===== config.mk =====
export PLATFORM = sky130hd
export DESIGN_NAME = standby_buffer_cmd
export DESIGN_NICKNAME = d
export VERILOG_FILES = /design/src/core/standby_buffer_cmd.v /design/src/core/sector_buffer_ram.v /design/src/core/power_down_timer.v
export VERILOG_INCLUDE_DIRS = /design/src /design/src/core
export SDC_FILE = /design/constraint.sdc
export NUM_CORES = 2
export LEC_CHECK = 0
export BUFFER_PORTS_ARGS = -buffer_cell sky130_fd_sc_hd__buf_2
export CAP_MARGIN = 20
export CORE_MARGIN = 3
export CORE_UTILIZATION = 40
export DETAILED_ROUTE_END_ITERATION = 7
export SLEW_MARGIN = 10
export SYNTH_ARGS = -nofsm -noshare
export SYNTH_HDL_FRONTEND = slang
export SYNTH_SLANG_ARGS = --single-unit

===== constraint.sdc =====
create_clock -name ref_clk -period 7.14 [get_ports ref_clk]
set_input_delay 1.428 -clock ref_clk [delete_from_list [all_inputs] [get_ports ref_clk]]
set_output_delay 1.428 -clock ref_clk [all_outputs]
set_load 0.01 [all_outputs]

===== src/core/standby_cmd_defs.vh =====
// Constants for the standby and buffer-write command block.
// Assumes a 200 MHz clock and an 8-bit register address space.
`ifndef STANDBY_CMD_DEFS_VH
`define STANDBY_CMD_DEFS_VH

// ****************************************************************
// Register offsets
// ****************************************************************
`define OFS_DATA 8'h00
`define OFS_COUNT 8'h01
`define OFS_ERROR 8'h02
`define OFS_STATUS 8'h03
`define OFS_COMMAND 8'h04
`define OFS_CTRL 8'h05
`define OFS_INT_STAT 8'h06
`define OFS_INT_MASK 8'h07
`define OFS_POWER 8'h08

// ****************************************************************
// Opcodes
// ****************************************************************
`define OP_STANDBY_A 8'hE2
`define OP_STANDBY_B 8'h96
`define OP_STBY_IMM_A 8'hE0
`define OP_STBY_IMM_B 8'h94
`define OP_WRITE_BUF 8'hE8

// ****************************************************************
// Field positions
// ****************************************************************
`define ST_BSY 7
`define ST_RDY 6
`define ST_DSC 4
`define ST_DRQ 3
`define ST_ERR 0
`define ER_ABT 2
`define CTRL_EPC 0
`define INT_DONE 0
`define INT_AUTO 1
`define INT_ABORT 2

// ****************************************************************
// Reset values
// ****************************************************************
`define RST_COUNT 8'h00
`define RST_CTRL 1'b0
`define RST_MASK 3'h0
`define RST_UNITS 13'h0000

// ****************************************************************
// Power states
// ****************************************************************
`define PWR_IDLE 2'h0
`define PWR_STANDBY 2'h1
`define PWR_STANDBY_Z 2'h2

// ****************************************************************
// Timeout code decode, results in 5-second units
// ****************************************************************
`define TO_OFF 8'h00
`define TO_LIN_MAX 8'hF0
`define TO_LONG_MAX 8'hFB
`define TO_21M 8'hFC
`define TO_8H 8'hFD
`define TO_ABORT 8'hFE
`define TO_LONG_BASE 13'h00F0
`define TO_30M_UNITS 13'h0168
`define TO_21M_UNITS 13'h00FC
`define TO_8H_UNITS 13'h1680

// ****************************************************************
// Timing
// ****************************************************************
`define UNIT_CYCLES 30'd1000000000 // 5 s at 200 MHz
`define WORDS_PER_SECTOR 9'h100

`endif


===== src/core/standby_buffer_cmd.v =====
// Command engine for standby, standby immediate and write buffer.
// Assumes a register port master, a spindle controller and a 200 MHz
// clock with synchronous active-low reset.
//
// Function
// - Standby enters standby, loads power-down timeout
// - Standby spins down, interface stays; skip if stopped
// - Commands accepted in standby; write buffer waits for spin-up
// - Power-down countdown runs only in idle
// - Decode 0 off, 1-240 x5s, 241-251 x30min
// - 252 21min, 253 8h, 255 21m15s, 254 aborts
// - Expiry enters standby; host access restarts interval
// - Extended power conditions select deepest standby
// - Standby immediate enters standby, keeps timeout
// - Standby immediate spins down, skip if stopped
// - Write buffer stores one sector of words
// - Buffer write and read share one 512-byte region
//
// The implementer's own choices: the plain strobed port and the register offsets.
`timescale 1ns/1ps
`include "standby_cmd_defs.vh"
module standby_buffer_cmd #(
    parameter [29:0] UNIT_CYCLES = `UNIT_CYCLES
) (
    input wire ref_clk,
    input wire rstn,
    input wire [7:0] reg_addr,
    input wire [15:0] reg_wdata,
    input wire reg_wr,
    input wire reg_rd,
    output reg [15:0] reg_rdata_reg,
    output reg irq_reg,
    input wire spindle_at_speed,
    output reg spindle_run_reg,
    output reg [1:0] power_state_reg,
    input wire buf_rd_en,
    input wire [7:0] buf_rd_addr,
    output wire [15:0] buf_rd_data
);
    // ****************************************************************
    // States
    // ****************************************************************
    localparam [1:0] S_IDLE = 2'h0;
    localparam [1:0] S_DECODE = 2'h1;
    localparam [1:0] S_SPINUP = 2'h2;
    localparam [1:0] S_XFER = 2'h3;

    // ****************************************************************
    // Declarations
    // ****************************************************************
    reg [1:0] state_reg;
    reg [1:0] state_next;
    reg [7:0] opcode_reg;
    reg [7:0] opcode_next;
    reg [7:0] count_reg;
    reg epc_reg;
    reg [2:0] int_mask_reg;
    reg [2:0] int_stat_reg;
    reg [2:0] int_stat_next;
    reg busy_reg;
    reg busy_next;
    reg drq_reg;
    reg drq_next;
    reg err_reg;
    reg err_next;
    reg abt_reg;
    reg abt_next;
    reg [8:0] ptr_reg;
    reg [8:0] ptr_next;
    reg spindle_run_next;
    reg [1:0] power_state_next;
    reg timer_load;
    reg [12:0] timer_units;
    reg done_evt;
    reg abort_evt;
    reg [15:0] rdata_next;
    wire cmd_wr;
    wire data_wr;
    wire host_access;
    wire buf_wr;
    wire timer_run;
    wire timer_expire;
    wire [7:0] status_val;
    wire [7:0] error_val;
    wire [1:0] standby_kind;
    wire [2:0] int_clear;

    // ****************************************************************
    // Register port decode
    // ****************************************************************
    assign cmd_wr = reg_wr && reg_addr == `OFS_COMMAND;
    assign data_wr = reg_wr && reg_addr == `OFS_DATA;
    // Command or data traffic counts as drive access
    assign host_access = cmd_wr || data_wr;
    assign buf_wr = data_wr && drq_reg && state_reg == S_XFER;
    assign int_clear = (reg_wr && reg_addr == `OFS_INT_STAT) ?
        reg_wdata[2:0] : 3'h0;
    // Deepest standby when extended power conditions are on
    assign standby_kind = epc_reg ? `PWR_STANDBY_Z : `PWR_STANDBY;
    // Timer counts only in idle with the spindle up
    assign timer_run = power_state_reg == `PWR_IDLE &&
        spindle_at_speed;

    // Status and error images built from live state
    assign status_val = {~busy_reg ? 1'b0 : 1'b1, ~busy_reg, 1'b0,
        spindle_at_speed, drq_reg, 1'b0, 1'b0, err_reg};
    assign error_val = {5'h00, abt_reg, 2'h0};

    // ****************************************************************
    // Timeout code decode
    // ****************************************************************
    // Returns 5-second units; caller rejects the abort code first
    function [12:0] units_of;
        input [7:0] code;
        reg [12:0] wide;
        begin
            wide = {5'h00, code};
            if (code == `TO_OFF) begin
                units_of = 13'h0000;
            end else if (code <= `TO_LIN_MAX) begin
                units_of = wide;
            end else if (code <= `TO_LONG_MAX) begin
                units_of = (wide - `TO_LONG_BASE) * `TO_30M_UNITS;
            end else if (code == `TO_21M) begin
                units_of = `TO_21M_UNITS;
            end else if (code == `TO_8H) begin
                units_of = `TO_8H_UNITS;
            end else begin
                units_of = wide; // 255 is 255 units
            end
        end
    endfunction

    // ****************************************************************
    // Command sequencer
    // ****************************************************************
    // New commands are refused while busy; spin-up holds them off
    always @* begin
        state_next = state_reg;
        opcode_next = opcode_reg;
        busy_next = busy_reg;
        drq_next = drq_reg;
        err_next = err_reg;
        abt_next = abt_reg;
        ptr_next = ptr_reg;
        spindle_run_next = spindle_run_reg;
        power_state_next = power_state_reg;
        timer_load = 1'b0;
        timer_units = units_of(count_reg);
        done_evt = 1'b0;
        abort_evt = 1'b0;
        case (state_reg)
            S_IDLE: begin
                if (cmd_wr && !busy_reg) begin
                    opcode_next = reg_wdata[7:0];
                    busy_next = 1'b1;
                    err_next = 1'b0;
                    abt_next = 1'b0;
                    state_next = S_DECODE;
                end else if (timer_expire) begin
                    // Interval ran out with no access
                    power_state_next = standby_kind;
                    spindle_run_next = 1'b0;
                end
            end
            S_DECODE: begin
                case (opcode_reg)
                    `OP_STANDBY_A, `OP_STANDBY_B: begin
                        if (count_reg == `TO_ABORT) begin
                            abort_evt = 1'b1;
                        end else begin
                            power_state_next = standby_kind;
                            // Already stopped spindle stays stopped
                            spindle_run_next = 1'b0;
                            timer_load = 1'b1;
                            done_evt = 1'b1;
                        end
                    end
                    `OP_STBY_IMM_A, `OP_STBY_IMM_B: begin
                        // No timer load: timeout stays as it was
                        power_state_next = standby_kind;
                        spindle_run_next = 1'b0;
                        done_evt = 1'b1;
                    end
                    `OP_WRITE_BUF: begin
                        spindle_run_next = 1'b1;
                        state_next = S_SPINUP;
                    end
                    default: begin
                        abort_evt = 1'b1;
                    end
                endcase
            end
            S_SPINUP: begin
                // Wait for operating speed before any data
                if (spindle_at_speed) begin
                    power_state_next = `PWR_IDLE;
                    ptr_next = 9'h000;
                    drq_next = 1'b1;
                    state_next = S_XFER;
                end
            end
            S_XFER: begin
                if (buf_wr) begin
                    ptr_next = ptr_reg + 9'h001;
                    if (ptr_reg == `WORDS_PER_SECTOR - 9'h001) begin
                        drq_next = 1'b0;
                        done_evt = 1'b1;
                    end
                end
            end
            default: begin
                state_next = S_IDLE;
            end
        endcase
        // Common completion path
        if (done_evt || abort_evt) begin
            busy_next = 1'b0;
            state_next = S_IDLE;
        end
        if (abort_evt) begin
            err_next = 1'b1;
            abt_next = 1'b1;
        end
    end

    // Sequencer and status flops
    always @(posedge ref_clk) begin
        if (!rstn) begin
            state_reg <= S_IDLE;
            opcode_reg <= 8'h00;
            busy_reg <= 1'b0;
            drq_reg <= 1'b0;
            err_reg <= 1'b0;
            abt_reg <= 1'b0;
            ptr_reg <= 9'h000;
            spindle_run_reg <= 1'b1;
            power_state_reg <= `PWR_IDLE;
        end else begin
            state_reg <= state_next;
            opcode_reg <= opcode_next;
            busy_reg <= busy_next;
            drq_reg <= drq_next;
            err_reg <= err_next;
            abt_reg <= abt_next;
            ptr_reg <= ptr_next;
            spindle_run_reg <= spindle_run_next;
            power_state_reg <= power_state_next;
        end
    end

    // ****************************************************************
    // Software registers
    // ****************************************************************
    // Count and control are plain read/write storage
    always @(posedge ref_clk) begin
        if (!rstn) begin
            count_reg <= `RST_COUNT;
            epc_reg <= `RST_CTRL;
            int_mask_reg <= `RST_MASK;
        end else if (reg_wr) begin
            if (reg_addr == `OFS_COUNT) begin
                count_reg <= reg_wdata[7:0];
            end
            if (reg_addr == `OFS_CTRL) begin
                epc_reg <= reg_wdata[`CTRL_EPC];
            end
            if (reg_addr == `OFS_INT_MASK) begin
                int_mask_reg <= reg_wdata[2:0];
            end
        end
    end

    // ****************************************************************
    // Interrupts
    // ****************************************************************
    // Write-one clears; a same-cycle event wins over the clear
    always @* begin
        int_stat_next = int_stat_reg & ~int_clear;
        if (done_evt || abort_evt) begin
            int_stat_next[`INT_DONE] = 1'b1;
        end
        if (abort_evt) begin
            int_stat_next[`INT_ABORT] = 1'b1;
        end
        if (timer_expire && state_reg == S_IDLE && !cmd_wr) begin
            int_stat_next[`INT_AUTO] = 1'b1;
        end
    end

    // Level output from unmasked sticky bits
    always @(posedge ref_clk) begin
        if (!rstn) begin
            int_stat_reg <= 3'h0;
            irq_reg <= 1'b0;
        end else begin
            int_stat_reg <= int_stat_next;
            irq_reg <= |(int_stat_next & int_mask_reg);
        end
    end

    // ****************************************************************
    // Read path
    // ****************************************************************
    // Unmapped offsets read as zero, one cycle after the strobe
    always @* begin
        case (reg_addr)
            `OFS_COUNT: rdata_next = {8'h00, count_reg};
            `OFS_ERROR: rdata_next = {8'h00, error_val};
            `OFS_STATUS: rdata_next = {8'h00, status_val};
            `OFS_COMMAND: rdata_next = {8'h00, opcode_reg};
            `OFS_CTRL: rdata_next = {15'h0000, epc_reg};
            `OFS_INT_STAT: rdata_next = {13'h0000, int_stat_reg};
            `OFS_INT_MASK: rdata_next = {13'h0000, int_mask_reg};
            `OFS_POWER: rdata_next = {14'h0000, power_state_reg};
            default: rdata_next = 16'h0000;
        endcase
    end

    // Read data only in the cycle after the strobe
    always @(posedge ref_clk) begin
        if (!rstn) begin
            reg_rdata_reg <= 16'h0000;
        end else if (reg_rd) begin
            reg_rdata_reg <= rdata_next;
        end else begin
            reg_rdata_reg <= 16'h0000;
        end
    end

    // ****************************************************************
    // Sub-blocks
    // ****************************************************************
    // Each write buffer fills words 0..255 of the same region
    sector_buffer_ram u_buf (
        .ref_clk(ref_clk),
        .wr_en(buf_wr),
        .wr_addr(ptr_reg[7:0]),
        .wr_data(reg_wdata),
        .rd_en(buf_rd_en),
        .rd_addr(buf_rd_addr),
        .rd_data_reg(buf_rd_data)
    );

    // Reloaded only by the standby command
    power_down_timer #(
        .UNIT_CYCLES(UNIT_CYCLES)
    ) u_timer (
        .ref_clk(ref_clk),
        .rstn(rstn),
        .load(timer_load),
        .load_units(timer_units),
        .restart(host_access),
        .run(timer_run),
        .expire_reg(timer_expire)
    );
endmodule // standby_buffer_cmd


===== src/core/sector_buffer_ram.v =====
// Sector buffer: 256 words of 16 bits, one write and one read port.
// Assumes a single clock; read data comes from a register.
`timescale 1ns/1ps
module sector_buffer_ram (
    input wire ref_clk,
    input wire wr_en,
    input wire [7:0] wr_addr,
    input wire [15:0] wr_data,
    input wire rd_en,
    input wire [7:0] rd_addr,
    output reg [15:0] rd_data_reg
);
    reg [15:0] mem [0:255];

    // Storage and registered read, no reset on the array
    always @(posedge ref_clk) begin
        if (wr_en) begin
            mem[wr_addr] <= wr_data;
        end
        if (rd_en) begin
            rd_data_reg <= mem[rd_addr];
        end
    end
endmodule // sector_buffer_ram


===== src/core/power_down_timer.v =====
// Automatic power-down interval counter in 5-second units.
// Assumes one clock; the unit tick is an internal enable pulse.
`timescale 1ns/1ps
`include "standby_cmd_defs.vh"
module power_down_timer #(
    parameter [29:0] UNIT_CYCLES = `UNIT_CYCLES
) (
    input wire ref_clk,
    input wire rstn,
    input wire load,
    input wire [12:0] load_units,
    input wire restart,
    input wire run,
    output reg expire_reg
);
    reg [12:0] units_reg;
    reg [12:0] remain_reg;
    reg [29:0] div_reg;
    wire tick;

    assign tick = (div_reg == UNIT_CYCLES - 30'h00000001);

    // Countdown only while run is high; otherwise held at full interval
    always @(posedge ref_clk) begin
        if (!rstn) begin
            units_reg <= `RST_UNITS;
            remain_reg <= `RST_UNITS;
            div_reg <= 30'h00000000;
            expire_reg <= 1'b0;
        end else begin
            expire_reg <= 1'b0;
            if (load) begin
                units_reg <= load_units;
                remain_reg <= load_units;
                div_reg <= 30'h00000000;
            end else if (restart || !run || units_reg == 13'h0000) begin
                remain_reg <= units_reg;
                div_reg <= 30'h00000000;
            end else if (tick) begin
                div_reg <= 30'h00000000;
                if (remain_reg == 13'h0001) begin
                    expire_reg <= 1'b1;
                    remain_reg <= units_reg;
                end else begin
                    remain_reg <= remain_reg - 13'h0001;
                end
            end else begin
                div_reg <= div_reg + 30'h00000001;
            end
        end
    end
endmodule // power_down_timer


# After elaboration in Yosys (flattened, before gate mapping)
# Memory sizes are Yosys's and may differ from the RTL's. A register that Yosys moved wholly into a read port is not among the register bits.
# Index checks and enable logic that the tools add are counted.
dict set report op_classes {
  addsub 4
  n_mul 1
  magnitude_cmp 2
  eq_ne 32
  n_mux 54
  bitwise_logic 6
  reduce_logical 45
}
# operator count
set ops {}
lappend ops {{13-bit 2-to-1 mux} 9}
lappend ops {{8-bit == test, second input constant} 8}
lappend ops {{8-bit one-hot mux with 8 select lines} 1}
lappend ops {{8-bit by 3-bit == test with 1-bit output, second input constant} 4}
lappend ops {{30-bit by 1-bit adder with 30-bit output, second input constant} 1}
lappend ops {{30-bit == test, second input constant} 1}
lappend ops {{1-bit 2-to-1 mux} 23}
lappend ops {{9-bit 2-to-1 mux} 2}
lappend ops {{9-bit one-hot mux with 2 select lines} 1}
lappend ops {{8-bit by 2-bit == test with 1-bit output, second input constant} 2}
lappend ops {{8-bit <= comparator, second input constant} 2}
lappend ops {{8-bit logical NOT} 2}
lappend ops {{2-bit 2-to-1 mux} 8}
lappend ops {{13-bit by 1-bit == test with 1-bit output, second input constant} 1}
lappend ops {{13-bit logical NOT} 1}
lappend ops {{13-bit by 6-bit multiplier with 10-bit output, second input constant} 1}
lappend ops {{13-bit by 1-bit subtractor with 13-bit output, second input constant} 1}
lappend ops {{2-bit one-hot mux with 3 select lines} 2}
lappend ops {{2-bit AND reduction} 6}
lappend ops {{1-bit one-hot mux with 2 select lines} 5}
lappend ops {{9-bit by 1-bit adder with 9-bit output, second input constant} 1}
lappend ops {{9-bit by 8-bit == test with 1-bit output, second input constant} 1}
lappend ops {{1-bit logical AND} 9}
lappend ops {{8-bit by 8-bit subtractor with 9-bit output, second input constant} 1}
lappend ops {{other kinds (27)} 51}
dict set report totals {
  regBits 114
  mem_bits_rw 4096
  input_bits 38
  out_inout_bits 36
  wordCells 163
  n_memories 1
}
# name depth word_bits rd rd_ports_with_merged_regs write_ports line_no
set memory_table {}
lappend memory_table {u_buf.mem 256 16 1 1 1 sector_buffer_ram.v:13} ;# reg [15:0] mem [0:255];

# Longest topological paths before layout
dict set report logic_depth {
  depth_word 10
  ltp_mapped 14
  depth_no_buf 14
}

# By module
# A second synthesis with hierarchy kept.
dict set report unflattened {
  hier_cells 8108
  hier_area_um2 165298.5
}
# mod n_inst cells_per_inst area_per_inst_um2
set modules_own_cells {}
lappend modules_own_cells {sector_buffer_ram 1 7360 158874.9}
lappend modules_own_cells {standby_buffer_cmd 1 415 3527.1}
lappend modules_own_cells {power_down_timer 1 333 2896.5}

# Worst setup path after synthesis
# OpenSTA, ideal clock, no wires.
dict set report synth_path {
  path_kind {in2reg}
  startpoint {in reg_addr[5]}
  endpoint {mem u_buf.mem[101][0] (enable)}
  setup_ns 0.388
  arrival_ns 3.858
  path_slack_ns 2.893
  path_stages 7
  cell_sequence {or4_4 -> nor4_4 -> nand3_2 -> nor3b_2 -> nand2_1 -> clkbuf_1 -> nor2_1}
}
dict set report synth_via {
  elab_chain_cells 6
}
# item line_no
set synth_rtl {}
lappend synth_rtl {{from (decl)} standby_buffer_cmd.v:27} ;# input wire [7:0] reg_addr,
lappend synth_rtl {{8-bit logical NOT (no source line)} -}
lappend synth_rtl {{1-bit logical AND (no source line)} -}
lappend synth_rtl {{1-bit logical AND (2 in series)} standby_buffer_cmd.v:95} ;# assign buf_wr = data_wr && drq_reg && state_reg == S_XFER;
lappend synth_rtl {{1-bit 2-to-1 mux} sector_buffer_ram.v:17} ;# if (wr_en) begin
lappend synth_rtl {{1-bit 2-to-1 mux (not written as such)} sector_buffer_ram.v:18} ;# mem[wr_addr] <= wr_data;
lappend synth_rtl {{to (decl)} sector_buffer_ram.v:13}
# No other way between the ends.

==> run_results.csv <==
group,metric,value,unit
clock_network,worst_skew_pair.late_latency,0.97,ns
finish,areaGrowthSynthToFinish,13.2,%
route,drc_errors,0,
setup_path,cp-start-kind,"input port",
setup_path,critPathArrivalTime,5.46,ns
sta,worst_pin_slew,1.27,ns
clock_network,htreeDepth,5,
die,initial_utilization,40.3,%
sta,finalWorstSetupSlack,2.32,ns
route,antenna_left,0,
sta,min_period,4.82,ns
sta,finalSetupViolCount,0,
clock_network,cts-resized-gates,0,
yosys,synthAdderAreaFrac,0.336,%
route,viasPerCell,5.83,
yosys,synthMuxAreaShare,15.0,%
yosys,synth_area_leaders,"edfxtp_1, mux4_2, mux2i_1, o221ai_1, dfxtp_1",
yosys,synthCells,8138,
setup_path,critPathKind,"in -> reg",
yosys,synth.avg_cell_area,20.3,µm²
power_and_ir_drop,p_leak,59.5,nW
clock_network,cts.sinks,4218,
yosys,synth_edf_count,4112,
finish,layout_common_cells,"edfxtp_1, mux2i_1, mux4_2",
grt,grt_pass1_vias,83000,
yosys,synth-simple-area-share,2.50,%
die,num_rows,235,
outcome,status,"finished clean",
finish,final_nets,8657,
yosys,ys_types,84,
finish,layout_commonest_cell,"edfxtp_1",
setup_path,cpPeakStageDelay,0.75,ns
yosys,ys_ff_latch,4218,
clock_network,numCtsBuffers,418,
yosys,synth_top_area_share,74.6,%
yosys,yosysWarnings,0,
sta,fmax,208,MHz
power_and_ir_drop,peakVddDrop,0.000231,V
grt,grt_use_total,20.4,%
grt,grt_overflow,0,
sta,report.final.slew_viol_count,0,
route,avgRoutedWirePerCell,30.5,µm
die,pin_count,74,
sta,skew,0.0542,ns
yosys,synth_top_family_by_area,"multiplexers",
setup_path,worst-path-buf-inv,3,
sta,finalSetupTns,0,ns
route,first_pass_iters,6,
sta,rsz0062_at_grt,"false",
route,via_count,83900,
route,drt_iter0_drc,10600,
grt,grt_start_max_net_pins,178,
finish,largest_register_ffs,4096,
grt,antenna_found_initial,22,
route,wirelength,439000,µm
clock_network,cts_setup_buffers,0,
die,core_area,411000,µm²
die,die_x,649,µm
clock_network,clock_path_buffers,4,
placed_design,dpl.hpwl,262000,µm
finish,utilization,45.6,%
grt,grt_pass1_wl,624000,µm
die,dieArea,421000,µm²
clock_network,cts.clk_slew.worst_paths,0.06,ns
finish,layout-drive-gt1-share,21.3,%
placed_design,place_ws,1.27,ns
sta,fin_crit_sh,67.5,%
power_and_ir_drop,p_total,51.2,mW
yosys,synthXorXnorAreaFrac,0.275,%
setup_path,crit_chain,"buf_12, buf_4, buf_4, mux4_2, o22ai_1, nor3_1, nor3_1, a22o_1, nor4_1",
power_and_ir_drop,power.density,273,nW/µm²
setup_path,cp_slowest_cell,"nor3_1",
yosys,ys.flop_type,"edfxtp_1",
worst_hold_path,hp-class,"reg -> reg",
clock_network,tritoncts,"done",
flow_run,maxCapViolCount,0,
yosys,synth_compound_area_share,3.88,%
sta,maxSlewHeadroom,15.6,%
yosys,synth-seq-area-share,75.9,%
clock_network,clock-root-buffer,"clkbuf_16",
setup_path,cp_top_family,"buffers and inverters",
setup_path,end_kind,"flip-flop",
setup_path,cp_max_fo,72,
yosys,async_reset_ff_share,0,%
die,die_y,649,µm
yosys,synth_top_area_cell,"edfxtp_1",
placed_design,gp_congestion,0.887,
setup_path,worstPathRequired,7.78,ns
yosys,syn_area,165000,µm²
placed_design,io_buffers,65,
clock_network,cts_hold_buf,0,
sta,finalHoldViolCount,0,
finish,fillers,34100,
## tightest hold or removal path, delay by kind of cell (launching register included)
kind | cells | cell delay [ns]
DFF | 1 | 0.31
AOI/OAI and AO/OA | 1 | 0.07
and+or+nand+nor | 1 | 0.05
## synthesized netlist by cell type (43+ instances only)
cell type / instances
a21oi_1: 188
mux4_1: 60
mux4_2: 708
nor2_1: 382
dfxtp_1: 106
buf_8: 52
mux2i_1: 723
nand2_1: 174
edfxtp_1: 4112
o221ai_1: 259
nor3_1: 145
clkbuf_1: 183
buf_2: 103
buf_6: 60
o21ai_0: 43
o22ai_1: 226
a22oi_1: 57
## layout make-up
type	count	area (µm²)	area share [%]
repair buffers	496	4510	2.41
diodes	6	15.0	0.00802
flip-flops and latches	4218	126000	67.1
multi-input cells	3403	36700	19.6
well taps	5451	6820	3.64
clock buffers	507	11000	5.85
clock inverters	258	2430	1.30
inverters	43	171	0.0916
## path summary, 6_finish.rpt
| path | slack [ns] | startpoint | end | cells after the start |
|---|---|---|---|---|
| max | 2.32 | buf_rd_addr[0] | u_buf.rd_data_reg[12]$_DFFE_PP_ | 9 |
| max reg2reg | 3.19 | u_timer.div_reg[22]$_SDFF_PP0_ | u_timer.div_reg[8]$_SDFF_PP0_ | 7 |
| min reg2reg | 0.47 | ptr_reg[8]$_SDFFE_PN0P_ | ptr_reg[8]$_SDFFE_PN0P_ | 2 |
| min | 0.47 | ptr_reg[8]$_SDFFE_PN0P_ | ptr_reg[8]$_SDFFE_PN0P_ | 2 |
## per-layer routing
layer	track usage [%]	vias up	share of wire [%]
met5	0	-	0.0061
met4	6.80	4	3.6
met3	3.55	658	8.5
li1	-	34900	-
met2	31.6	3869	46
met1	29.2	44500	41
## report_power, final
part | switching, mW | leakage [nW] | internal, mW
clock network | 9.31 | 6.49 | 12.2
logic | 1.62 | 15.2 | 0.817
registers | 0.0310 | 37.8 | 27.2
## per-stage QoR
stage	hold WS, ns	cells	cell area (µm²)
3_5_place_dp	0.465	13600	174000
6_report	0.471	14400	187000
4_1_cts	0.472	14400	187000
2_1_floorplan	0.433	8145	165000
5_1_grt	0.487	14400	187000
3_3_place_gp	0.450	13600	173000
## logic make-up (layout without fill, tap and decap cells)
group	after synthesis	in the layout
flip-flops	4218	4218
multiplexers	1495	1495
AO/OA/AOI/OAI	915	915
AND/OR/NAND/NOR	894	894
buffers and inverters	524	1304
XOR/XNOR	52	52
adder cells (fa/ha/maj)	39	39
other	1	14
Note: power is estimated with default switching activity, not from simulation.
